$ cat src/hw/bridge_cmd_status_pkg.sv
// Package for the primary command/status register pair of a PCI-to-PCI bridge.
// Assumes the bridge's configuration target has already decoded type-1 cycles.
package bridge_cmd_status_pkg;

  // ----------------------------------------------------------------
  // Register placement
  // ----------------------------------------------------------------
  localparam logic [7:0]  CMD_STATUS_OFFSET = 8'h04;
  localparam logic [7:0]  HEADER_BYTES      = 8'h40;

  // ----------------------------------------------------------------
  // Command bit positions
  // ----------------------------------------------------------------
  localparam int CMD_IO_EN      = 0;
  localparam int CMD_MEM_EN     = 1;
  localparam int CMD_MASTER_EN  = 2;
  localparam int CMD_SPECIAL    = 3;
  localparam int CMD_MWI        = 4;
  localparam int CMD_SNOOP_EN   = 5;
  localparam int CMD_PARITY_EN  = 6;
  localparam int CMD_STEPPING   = 7;
  localparam int CMD_SERR_EN    = 8;
  localparam int CMD_FAST_B2B   = 9;

  localparam logic [15:0] CMD_RESET      = 16'h0000;
  localparam logic [15:0] CMD_WRITE_MASK = 16'h0367;

  // ----------------------------------------------------------------
  // Status fields (bit numbers within the 32-bit dword)
  // ----------------------------------------------------------------
  localparam int STS_CAP_LIST      = 20;
  localparam int STS_66MHZ         = 21;
  localparam int STS_FAST_B2B      = 23;
  localparam int STS_DATA_PERR     = 24;
  localparam int STS_DEVSEL_LO     = 25;
  localparam int STS_SIG_TABORT    = 27;
  localparam int STS_RCV_TABORT    = 28;
  localparam int STS_RCV_MABORT    = 29;
  localparam int STS_SIG_SERR      = 30;
  localparam int STS_DET_PERR      = 31;

  localparam logic [1:0]  DEVSEL_MEDIUM  = 2'b01;
  // Read-only values for dword bits 26:16, status bits 10:0 except flag bit 24
  localparam logic [10:0] STS_FIXED      = 11'h2b0;

  // Sticky flags, index order: 24, 27, 28, 29, 30, 31
  localparam int          FLAG_COUNT     = 6;
  localparam int          FLAG_DATA_PERR = 0;
  localparam int          FLAG_SIG_TAB   = 1;
  localparam int          FLAG_RCV_TAB   = 2;
  localparam int          FLAG_RCV_MAB   = 3;
  localparam int          FLAG_SIG_SERR  = 4;
  localparam int          FLAG_DET_PERR  = 5;

  // ----------------------------------------------------------------
  // VGA palette addresses, low ten bits of the I/O address
  // ----------------------------------------------------------------
  localparam logic [9:0]  PALETTE_MASK_A = 10'h3c6;
  localparam logic [9:0]  PALETTE_WR_A   = 10'h3c8;
  localparam logic [9:0]  PALETTE_DATA_A = 10'h3c9;

  // ----------------------------------------------------------------
  // Carriers
  // ----------------------------------------------------------------
  typedef struct packed {
    logic        rd;
    logic        wr;
    logic [7:0]  offset;
    logic [3:0]  be;
    logic [31:0] data;
  } cfg_req_t;

  typedef struct packed {
    logic io_decode_en;
    logic mem_decode_en;
    logic primary_master_en;
    logic secondary_claim_en;
    logic parity_response_en;
    logic stepping_en;
    logic fast_b2b_en;
  } cmd_ctrl_t;

  typedef struct packed {
    logic signaled_target_abort;
    logic received_target_abort;
    logic received_master_abort;
    logic parity_error_detected;
    logic system_error_request;
  } bus_event_t;

endpackage : bridge_cmd_status_pkg

$ cat src/hw/sticky_flag.sv
// One software-clearable status flag.
// Assumes set and clear are single-cycle pulses in the same clock domain.
`timescale 1ns/1ps
`default_nettype none
module sticky_flag (
  // Clock and reset
  input  wire logic clk_in,
  input  wire logic rst_n_in,
  // Control
  input  wire logic set_in,
  input  wire logic clear_in,
  // State
  output logic      flag_out
);

  // Set wins so an event in the clearing cycle is never lost
  always_ff @(posedge clk_in or negedge rst_n_in) begin
    if (!rst_n_in) begin
      flag_out <= 1'b0;
    end else if (set_in) begin
      flag_out <= 1'b1;
    end else if (clear_in) begin
      flag_out <= 1'b0;
    end
  end

endmodule : sticky_flag
`default_nettype wire

$ cat src/hw/bridge_primary_cmd_status.sv
// Primary command and status registers of a two-port PCI-to-PCI bridge.
// Assumes configuration cycles arrive already decoded as single-cycle requests.
// Operation
// - Command bit 0 enables I/O decoding on primary; resets zero.
// - Command bit 1 enables memory decoding on primary; resets zero.
// - Command bit 2 gates primary mastering and secondary memory/I/O claiming.
// - Command bit 3 special-cycle enable is read-only zero.
// - Command bit 4 write-and-invalidate enable is read-only zero.
// - Bit 5 claims primary I/O writes to 3C6h, 3C8h, 3C9h, low ten bits.
// - Bit 6 makes parity errors take normal action; resets zero.
// - Bit 7 stepping control is read-only zero; stepping stays off.
// - Bit 8 gates the primary system-error driver; resets zero.
// - Bit 9 permits fast back-to-back mastering to different targets.
// - Command bits 15:10 read zero.
// - Status bit 20 reads one, capability list; bits 19:16 and 22 zero.
// - Status bit 21 reads one, 66MHz capable.
// - Status bit 23 reads one, fast back-to-back target capable.
// - Status bit 24 sets on parity-error pin while bit 6 set.
// - Status bits 26:25 read 01, medium device-select timing.
// - Status bit 27 sets when the bridge signals target abort.
// - Status bit 28 sets when its master cycle gets target abort.
// - Status bit 29 sets when its master cycle gets master abort.
// - Status bit 30 sets whenever the system-error pin is driven.
// - Status bit 31 sets on any primary parity error detected.
// - Reached by configuration cycles at dword 04h of the 64-byte header.
`timescale 1ns/1ps
`default_nettype none
module bridge_primary_cmd_status (
  // Clock and reset
  input  wire logic                             ref_clk_in,
  input  wire logic                             rst_n_in,
  // Configuration access
  input  wire bridge_cmd_status_pkg::cfg_req_t  cfg_req_in,
  output logic                                  cfg_ack_out,
  output logic [31:0]                           cfg_rd_data_out,
  // Primary bus events and decode
  input  wire bridge_cmd_status_pkg::bus_event_t bus_event_in,
  input  wire logic                             primary_parity_error_n_in,
  input  wire logic                             io_write_in,
  input  wire logic [15:0]                      io_addr_in,
  output logic                                  palette_claim_out,
  // Control to the datapath
  output var bridge_cmd_status_pkg::cmd_ctrl_t  cmd_ctrl_out,
  // Primary system-error pin, open drain
  output logic                                  primary_system_error_n_out,
  output logic                                  primary_system_error_oe_n_out
);

  // ----------------------------------------------------------------
  // Reset release
  // ----------------------------------------------------------------
  logic rst_meta_reg;
  logic rst_sync_reg;

  always_ff @(posedge ref_clk_in or negedge rst_n_in) begin
    if (!rst_n_in) begin
      rst_meta_reg <= 1'b0;
      rst_sync_reg <= 1'b0;
    end else begin
      rst_meta_reg <= 1'b1;
      rst_sync_reg <= rst_meta_reg;
    end
  end

  // ----------------------------------------------------------------
  // Access decode
  // ----------------------------------------------------------------
  wire logic        hit;
  wire logic        wr_hit;
  wire logic [15:0] cmd_wr_mask;
  wire logic [15:0] cmd_next;
  wire logic [31:0] dword_read;
  wire logic [31:0] rd_data_next;

  assign hit    = (cfg_req_in.offset == bridge_cmd_status_pkg::CMD_STATUS_OFFSET);
  assign wr_hit = cfg_req_in.wr && hit;
  assign cmd_wr_mask = {{8{cfg_req_in.be[1]}}, {8{cfg_req_in.be[0]}}}
                       & bridge_cmd_status_pkg::CMD_WRITE_MASK;

  // ----------------------------------------------------------------
  // Command register
  // ----------------------------------------------------------------
  logic [15:0] cmd_reg;

  // Read-only bits are masked off, so 3, 4, 7 and 15:10 stay zero
  assign cmd_next = (cmd_reg & ~cmd_wr_mask) | (cfg_req_in.data[15:0] & cmd_wr_mask);

  always_ff @(posedge ref_clk_in or negedge rst_sync_reg) begin
    if (!rst_sync_reg) begin
      cmd_reg <= bridge_cmd_status_pkg::CMD_RESET;
    end else if (wr_hit) begin
      cmd_reg <= cmd_next;
    end
  end

  assign cmd_ctrl_out.io_decode_en       = cmd_reg[bridge_cmd_status_pkg::CMD_IO_EN];
  assign cmd_ctrl_out.mem_decode_en      = cmd_reg[bridge_cmd_status_pkg::CMD_MEM_EN];
  assign cmd_ctrl_out.primary_master_en  = cmd_reg[bridge_cmd_status_pkg::CMD_MASTER_EN];
  assign cmd_ctrl_out.secondary_claim_en = cmd_reg[bridge_cmd_status_pkg::CMD_MASTER_EN];
  assign cmd_ctrl_out.parity_response_en = cmd_reg[bridge_cmd_status_pkg::CMD_PARITY_EN];
  assign cmd_ctrl_out.stepping_en        = cmd_reg[bridge_cmd_status_pkg::CMD_STEPPING];
  assign cmd_ctrl_out.fast_b2b_en        = cmd_reg[bridge_cmd_status_pkg::CMD_FAST_B2B];

  // ----------------------------------------------------------------
  // Palette snoop decode
  // ----------------------------------------------------------------
  // Upper address bits 15:10 are aliases and deliberately not compared
  wire logic palette_addr;

  assign palette_addr = (io_addr_in[9:0] == bridge_cmd_status_pkg::PALETTE_MASK_A)
                     || (io_addr_in[9:0] == bridge_cmd_status_pkg::PALETTE_WR_A)
                     || (io_addr_in[9:0] == bridge_cmd_status_pkg::PALETTE_DATA_A);
  assign palette_claim_out = cmd_reg[bridge_cmd_status_pkg::CMD_SNOOP_EN]
                             && io_write_in && palette_addr;

  // ----------------------------------------------------------------
  // System-error driver
  // ----------------------------------------------------------------
  wire logic serr_drive;

  assign serr_drive = bus_event_in.system_error_request
                      && cmd_reg[bridge_cmd_status_pkg::CMD_SERR_EN];
  assign primary_system_error_n_out    = 1'b0;
  assign primary_system_error_oe_n_out = !serr_drive;

  // ----------------------------------------------------------------
  // Sticky status flags
  // ----------------------------------------------------------------
  wire logic [bridge_cmd_status_pkg::FLAG_COUNT-1:0] flag_set;
  wire logic [bridge_cmd_status_pkg::FLAG_COUNT-1:0] flag_clear;
  wire logic [bridge_cmd_status_pkg::FLAG_COUNT-1:0] flag_q;

  // Parity-pin reporting only counts while parity response is on
  assign flag_set[bridge_cmd_status_pkg::FLAG_DATA_PERR] = !primary_parity_error_n_in
      && cmd_reg[bridge_cmd_status_pkg::CMD_PARITY_EN];
  assign flag_set[bridge_cmd_status_pkg::FLAG_SIG_TAB] =
      bus_event_in.signaled_target_abort;
  assign flag_set[bridge_cmd_status_pkg::FLAG_RCV_TAB] =
      bus_event_in.received_target_abort;
  assign flag_set[bridge_cmd_status_pkg::FLAG_RCV_MAB] =
      bus_event_in.received_master_abort;
  assign flag_set[bridge_cmd_status_pkg::FLAG_SIG_SERR] = serr_drive;
  assign flag_set[bridge_cmd_status_pkg::FLAG_DET_PERR] =
      bus_event_in.parity_error_detected;

  // All six flags sit in byte lane 3, bits 24 and 27..31
  assign flag_clear = {6{wr_hit && cfg_req_in.be[3]}}
                      & {cfg_req_in.data[31:27], cfg_req_in.data[24]};

  genvar g;
  generate
    for (g = 0; g < bridge_cmd_status_pkg::FLAG_COUNT; g++) begin : g_flag
      sticky_flag u_flag (
        .clk_in   (ref_clk_in),
        .rst_n_in (rst_sync_reg),
        .set_in   (flag_set[g]),
        .clear_in (flag_clear[g]),
        .flag_out (flag_q[g])
      );
    end
  endgenerate

  // ----------------------------------------------------------------
  // Read path
  // ----------------------------------------------------------------
  assign dword_read = {flag_q[5:1],
                       bridge_cmd_status_pkg::STS_FIXED[10:9],
                       flag_q[0],
                       bridge_cmd_status_pkg::STS_FIXED[7:0],
                       cmd_reg};
  // Other header dwords belong elsewhere and read as zero here
  assign rd_data_next = (cfg_req_in.rd && hit) ? dword_read : 32'h0000_0000;

  always_ff @(posedge ref_clk_in or negedge rst_sync_reg) begin
    if (!rst_sync_reg) begin
      cfg_ack_out     <= 1'b0;
      cfg_rd_data_out <= 32'h0000_0000;
    end else begin
      cfg_ack_out     <= cfg_req_in.rd || cfg_req_in.wr;
      cfg_rd_data_out <= rd_data_next;
    end
  end
endmodule : bridge_primary_cmd_status
`default_nettype wire

$ cat config.mk
export PLATFORM = sky130hd
export DESIGN_NAME = bridge_primary_cmd_status
export DESIGN_NICKNAME = d
export VERILOG_FILES = /design/src/hw/bridge_cmd_status_pkg.sv /design/src/hw/sticky_flag.sv /design/src/hw/bridge_primary_cmd_status.sv
export SDC_FILE = /design/constraint.sdc
export NUM_CORES = 1
export LEC_CHECK = 0
export BUFFER_PORTS_ARGS = -buffer_cell sky130_fd_sc_hd__buf_2
export CELL_PAD_IN_SITES_DETAIL_PLACEMENT = 2
export CELL_PAD_IN_SITES_GLOBAL_PLACEMENT = 2
export CORE_MARGIN = 10
export CORE_UTILIZATION = 21
export DETAILED_ROUTE_END_ITERATION = 10
export MAX_ROUTING_LAYER = met4
export PLACE_DENSITY = 0.83
export SETUP_SLACK_MARGIN = 0.5
export SLEW_MARGIN = 10
export SYNTH_ARGS = -nofsm -noshare
export SYNTH_HDL_FRONTEND = slang
export SYNTH_SLANG_ARGS = --single-unit
$ cat constraint.sdc
create_clock -name ref_clk_in -period 1 [get_ports ref_clk_in]
set_input_delay 0.1 -clock ref_clk_in [delete_from_list [all_inputs] [get_ports ref_clk_in]]
set_output_delay 0.1 -clock ref_clk_in [all_outputs]
set_load 0.01 [all_outputs]
---- After elaboration in Yosys (flattened, before gate mapping) ----
Cells that the tools add are included.
storage, ports and cells
  register bits ........................... 57
  input port bits ......................... 71
  output and inout bits ................... 43
  word-level logic and storage cells ...... 51
operators by class
  equality and inequality tests ........... 4
  mux-type cells .......................... 13
  bitwise gates (word level) .............. 5
  reduce and logical (&&, ||, !) cells .... 18
operators with widths
  cell                                                                    count
  32-bit 2-to-1 mux                                                       1
  10-bit equality test (second input constant)                            3
  16-bit by 10-bit bitwise AND with 16-bit output                         1
  16-bit bitwise AND                                                      1
  10-bit NOT with 16-bit output                                           1
  16-bit OR                                                               1
  1-bit 2-to-1 mux                                                        12
  2-bit nonzero test                                                      6
  8-bit by 3-bit equality test with 1-bit output (second input constant)  1
  1-bit logical AND                                                       7
  6-bit bitwise AND                                                       1
  1-bit logical OR                                                        3
  1-bit logical NOT                                                       2

---- Depth between registers and ports, before layout ----
  depth after elaboration ................. 6
  depth in mapped cells ................... 4
  mapped depth without buffers ............ 3

---- Modules after synthesis ----
A second synthesis with hierarchy kept.
unflattened totals
  cells, all modules ...................... 113
  area total of the unflattened synthesis .. 1371.3 sq um
modules (own cells, without submodules)
  module                     cells an instance  seq. area each (sq um)  times used  area each (sq um)
  bridge_primary_cmd_status  95                 600.6                   1           1153.6
  sticky_flag                3                  25.0                    6           36.3

---- Worst setup path after synthesis ----
No wires, ideal clock.
  path type ............................... in2reg
  from .................................... input cfg_req_in[37] in the netlist's numbering
  to ...................................... register with a tool-made name
  path buffers ............................ 1
  data required time ...................... 0.875 ns
  path slack .............................. -0.284 ns
  library setup time ...................... 0.125 ns
  arrival time ............................ 1.159 ns
  cell stages on the path ................. 4
  cell sequence ........................... nor4b_4 > and4_1 > buf_6 > mux2_4
RTL lines
  item         RTL line                         RTL
  from (decl)  bridge_primary_cmd_status.sv:33  input wire bridge_cmd_status_pkg::cfg_req_t cfg_req_in,

==> reports/metrics.cfg <==
[status]
outcome=finished, violations left
failed_checks=negative setup slack

[floorplan]
core_region_area_um2=6350
start_util=0.217
dieArea_um2=10200
num_io_pins=114
die_y_um=101
rows=29
fp.dieW_um=101

[yosys]
synth-seq-cells=30
ys_warn_count=0
ys_seq_area_frac=0.546
syn_inst=108
syn_area_um2=1380
syn_area_per_cell_um2=12.7
yosysUniqueCellTypes=24

[clock_tree]
tritoncts=built
cts.reportedPaths.clkPinSlew_ps=60
numCtsBuffers=5
cts-root-buf=clkbuf_8
clock_sinks=30
worstSkewPairLatency_ps=270
clockBufferDepth=2
cts_hold_buf=1
htreeDepth=2

[grt]
grtUsageTotal=0.0936
antenna_found_initial=0
grt_overflow=0
grt_pass1_wl_um=7100
grt_pass1_vias=1260
grt_max_degree=15

[critical_path]
cp_top_family=simple AND/OR/NAND/NOR gates
cpMostUsedCell=buf_6
path_buf_inv=2
worst-r2r-cell-count=2
regToRegSetupSlack_ps=60
crit_fanout=5
slowest_stage=nor4_4
arrival_ps=1270
critical_path_class=input port to flip-flop
path_cells=buf_6 > nor4_4 > and4_1 > buf_6 > mux2_4
max_stage_delay_ps=370
cp.required_ps=1160
worstSetupEndpointType=flip-flop
critPathLaunchType=input port

[power_and_ir_drop]
p_sw_mw=0.574
internal_power_mw=1.90
ir_worst_vdd_mv=0.577
cellLeakagePower_nw=1.07
combinationalPowerShare=0.117
switching_share=0.232
p_clk_frac=0.367
p_per_area_nw_per_um2=1200
seq_power_share=0.516
total_power_mw=2.47

[min_path]
worstHoldPathCells=2
whs_endpoint=g_flag[3].u_flag.flag_out
min_path_type=input port to flip-flop
hp-start=bus_event_in[2]

[job]
cap_violations=0

[sta]
post-route-min-period_ps=1110
maxSlewViolCount=0
fin_tns_setup_ps=-950
finalSetupViolations=18
fin_ws_ps=-111
hold_viol=0
fin_crit_sh=1.11
rsz0062_at_grt=true
fmax_mhz=900
clock_skew_ps=3.91

[routing]
drc=0
first_pass_iters=4
drt-wirelength-per-cell_um=17.2
antenna_left=0
viasPerCell=3.97
drtIter0Drc=27
wl_um=4610
vias=1063

[placed_design]
place_congestion=0.645
port_buffers=70
dpl.hpwl_um=3610
placed_area_um2=1710

[cells_and_area]
fillers=712
layout.nets=261
final_cell_mix=buf_2 (52), dfrtp_1 (28), buf_6 (24)
fin_area_um2=2070
final_common_cell=buf_2
n_antenna_cell=0
area_growth_pct=50.6
drive_gt1_frac=0.592

-- cells in the mapped netlist --
| cell type | n | area share |
|---|---|---|
| a21o_1 | 4 | 0.022 |
| a22o_1 | 2 | 0.013 |
| and2_1 | 14 | 0.064 |
| and3_2 | 1 | 0.0055 |
| and4_1 | 1 | 0.0064 |
| and4_2 | 1 | 0.0073 |
| buf_4 | 27 | 0.15 |
| buf_6 | 1 | 0.0082 |
| clkbuf_1 | 1 | 0.0027 |
| conb_1 | 2 | 0.0055 |
| dfrtp_1 | 30 | 0.55 |
| inv_1 | 1 | 0.0027 |
| mux2_2 | 2 | 0.016 |
| mux2_4 | 5 | 0.055 |
| nand2_1 | 1 | 0.0027 |
| nand4_1 | 7 | 0.032 |
| nand4bb_1 | 1 | 0.0082 |
| nor2_1 | 1 | 0.0027 |
| nor3_1 | 1 | 0.0036 |
| nor3b_1 | 1 | 0.0055 |
| nor4_4 | 1 | 0.015 |
| nor4b_4 | 1 | 0.017 |
| nor4bb_1 | 1 | 0.0073 |
| or2_2 | 1 | 0.0046 |
-- metrics by stage --
step | setup slack (ps) | utilization | hold slack [ps] | cells
floorplan | -279 | - | -196 | 124
global placement | -401 | 0.270 | -114 | 247
detailed placement | -444 | 0.270 | -109 | 247
CTS | -130 | 0.319 | -4.24 | 268
global route | -214 | 0.326 | -7.66 | 268
finish | -111 | 0.326 | 4.25 | 268
-- how the worst max path moves through the flow --
stage                        start                 to  slack, ps  cells past startpoint
floorplan           cfg_req_in[37]          flip-flop       -280                      4
global placement    cfg_req_in[40]          flip-flop       -400                      5
detailed placement  cfg_req_in[37]          flip-flop       -440                      5
CTS                      flip-flop  palette_claim_out       -130                      3
global route             flip-flop  palette_claim_out       -210                      3
finish              cfg_req_in[42]          flip-flop       -110                      5
-- power by group through the flow --
stage                     Combinational [mW]  Sequential [mW]  Clock [mW]
after floorplan                        0.148             1.31           0
after global placement                 0.203             1.32           0
after detailed placement               0.210             1.32           0
after CTS                              0.290             1.28       0.956
after global routing                   0.323             1.28        1.05
final                                  0.291             1.28       0.907
-- cell families after synthesis --
| kind of cell | after synthesis | share of synthesized area |
|---|---|---|
| flops | 30 | 0.546 |
| simple gates | 33 | 0.182 |
| buf+inv | 30 | 0.161 |
| other cells | 2 | 0.00546 |
| mux | 7 | 0.0710 |
| compound gates | 6 | 0.0346 |
-- routing by layer --
metal	track usage	vias to the layer above	part of all wire
met2	0.155	46	0.53
met1	0.100	528	0.38
met3	0.0336	5	0.079
met4	0.0354	0	0.014
li1	-	484	-
met5	-	-	0
-- area by class of cell --
| type | count | area (µm²) | area share |
|---|---|---|---|
| flip-flops and latches | 30 | 756 | 0.365 |
| repair buffers | 87 | 628 | 0.303 |
| multi-input cells | 65 | 507 | 0.245 |
| well taps | 77 | 96.3 | 0.0465 |
| clock buffers | 8 | 80.1 | 0.0387 |
| inverters | 1 | 3.75 | 0.00181 |
-- timing repair --
| action | CTS | global route |
|---|---|---|
| endpoints found under the setup margin | 81 | 53 |
| resized for setup | 25 | 9 |
| pin swaps | 11 | 9 |
| cloned | 1 | 0 |
| endpoints found under the hold margin | 4 | 2 |
| buffers inserted | 11 | 0 |
Power figures use the tool's default switching activity.
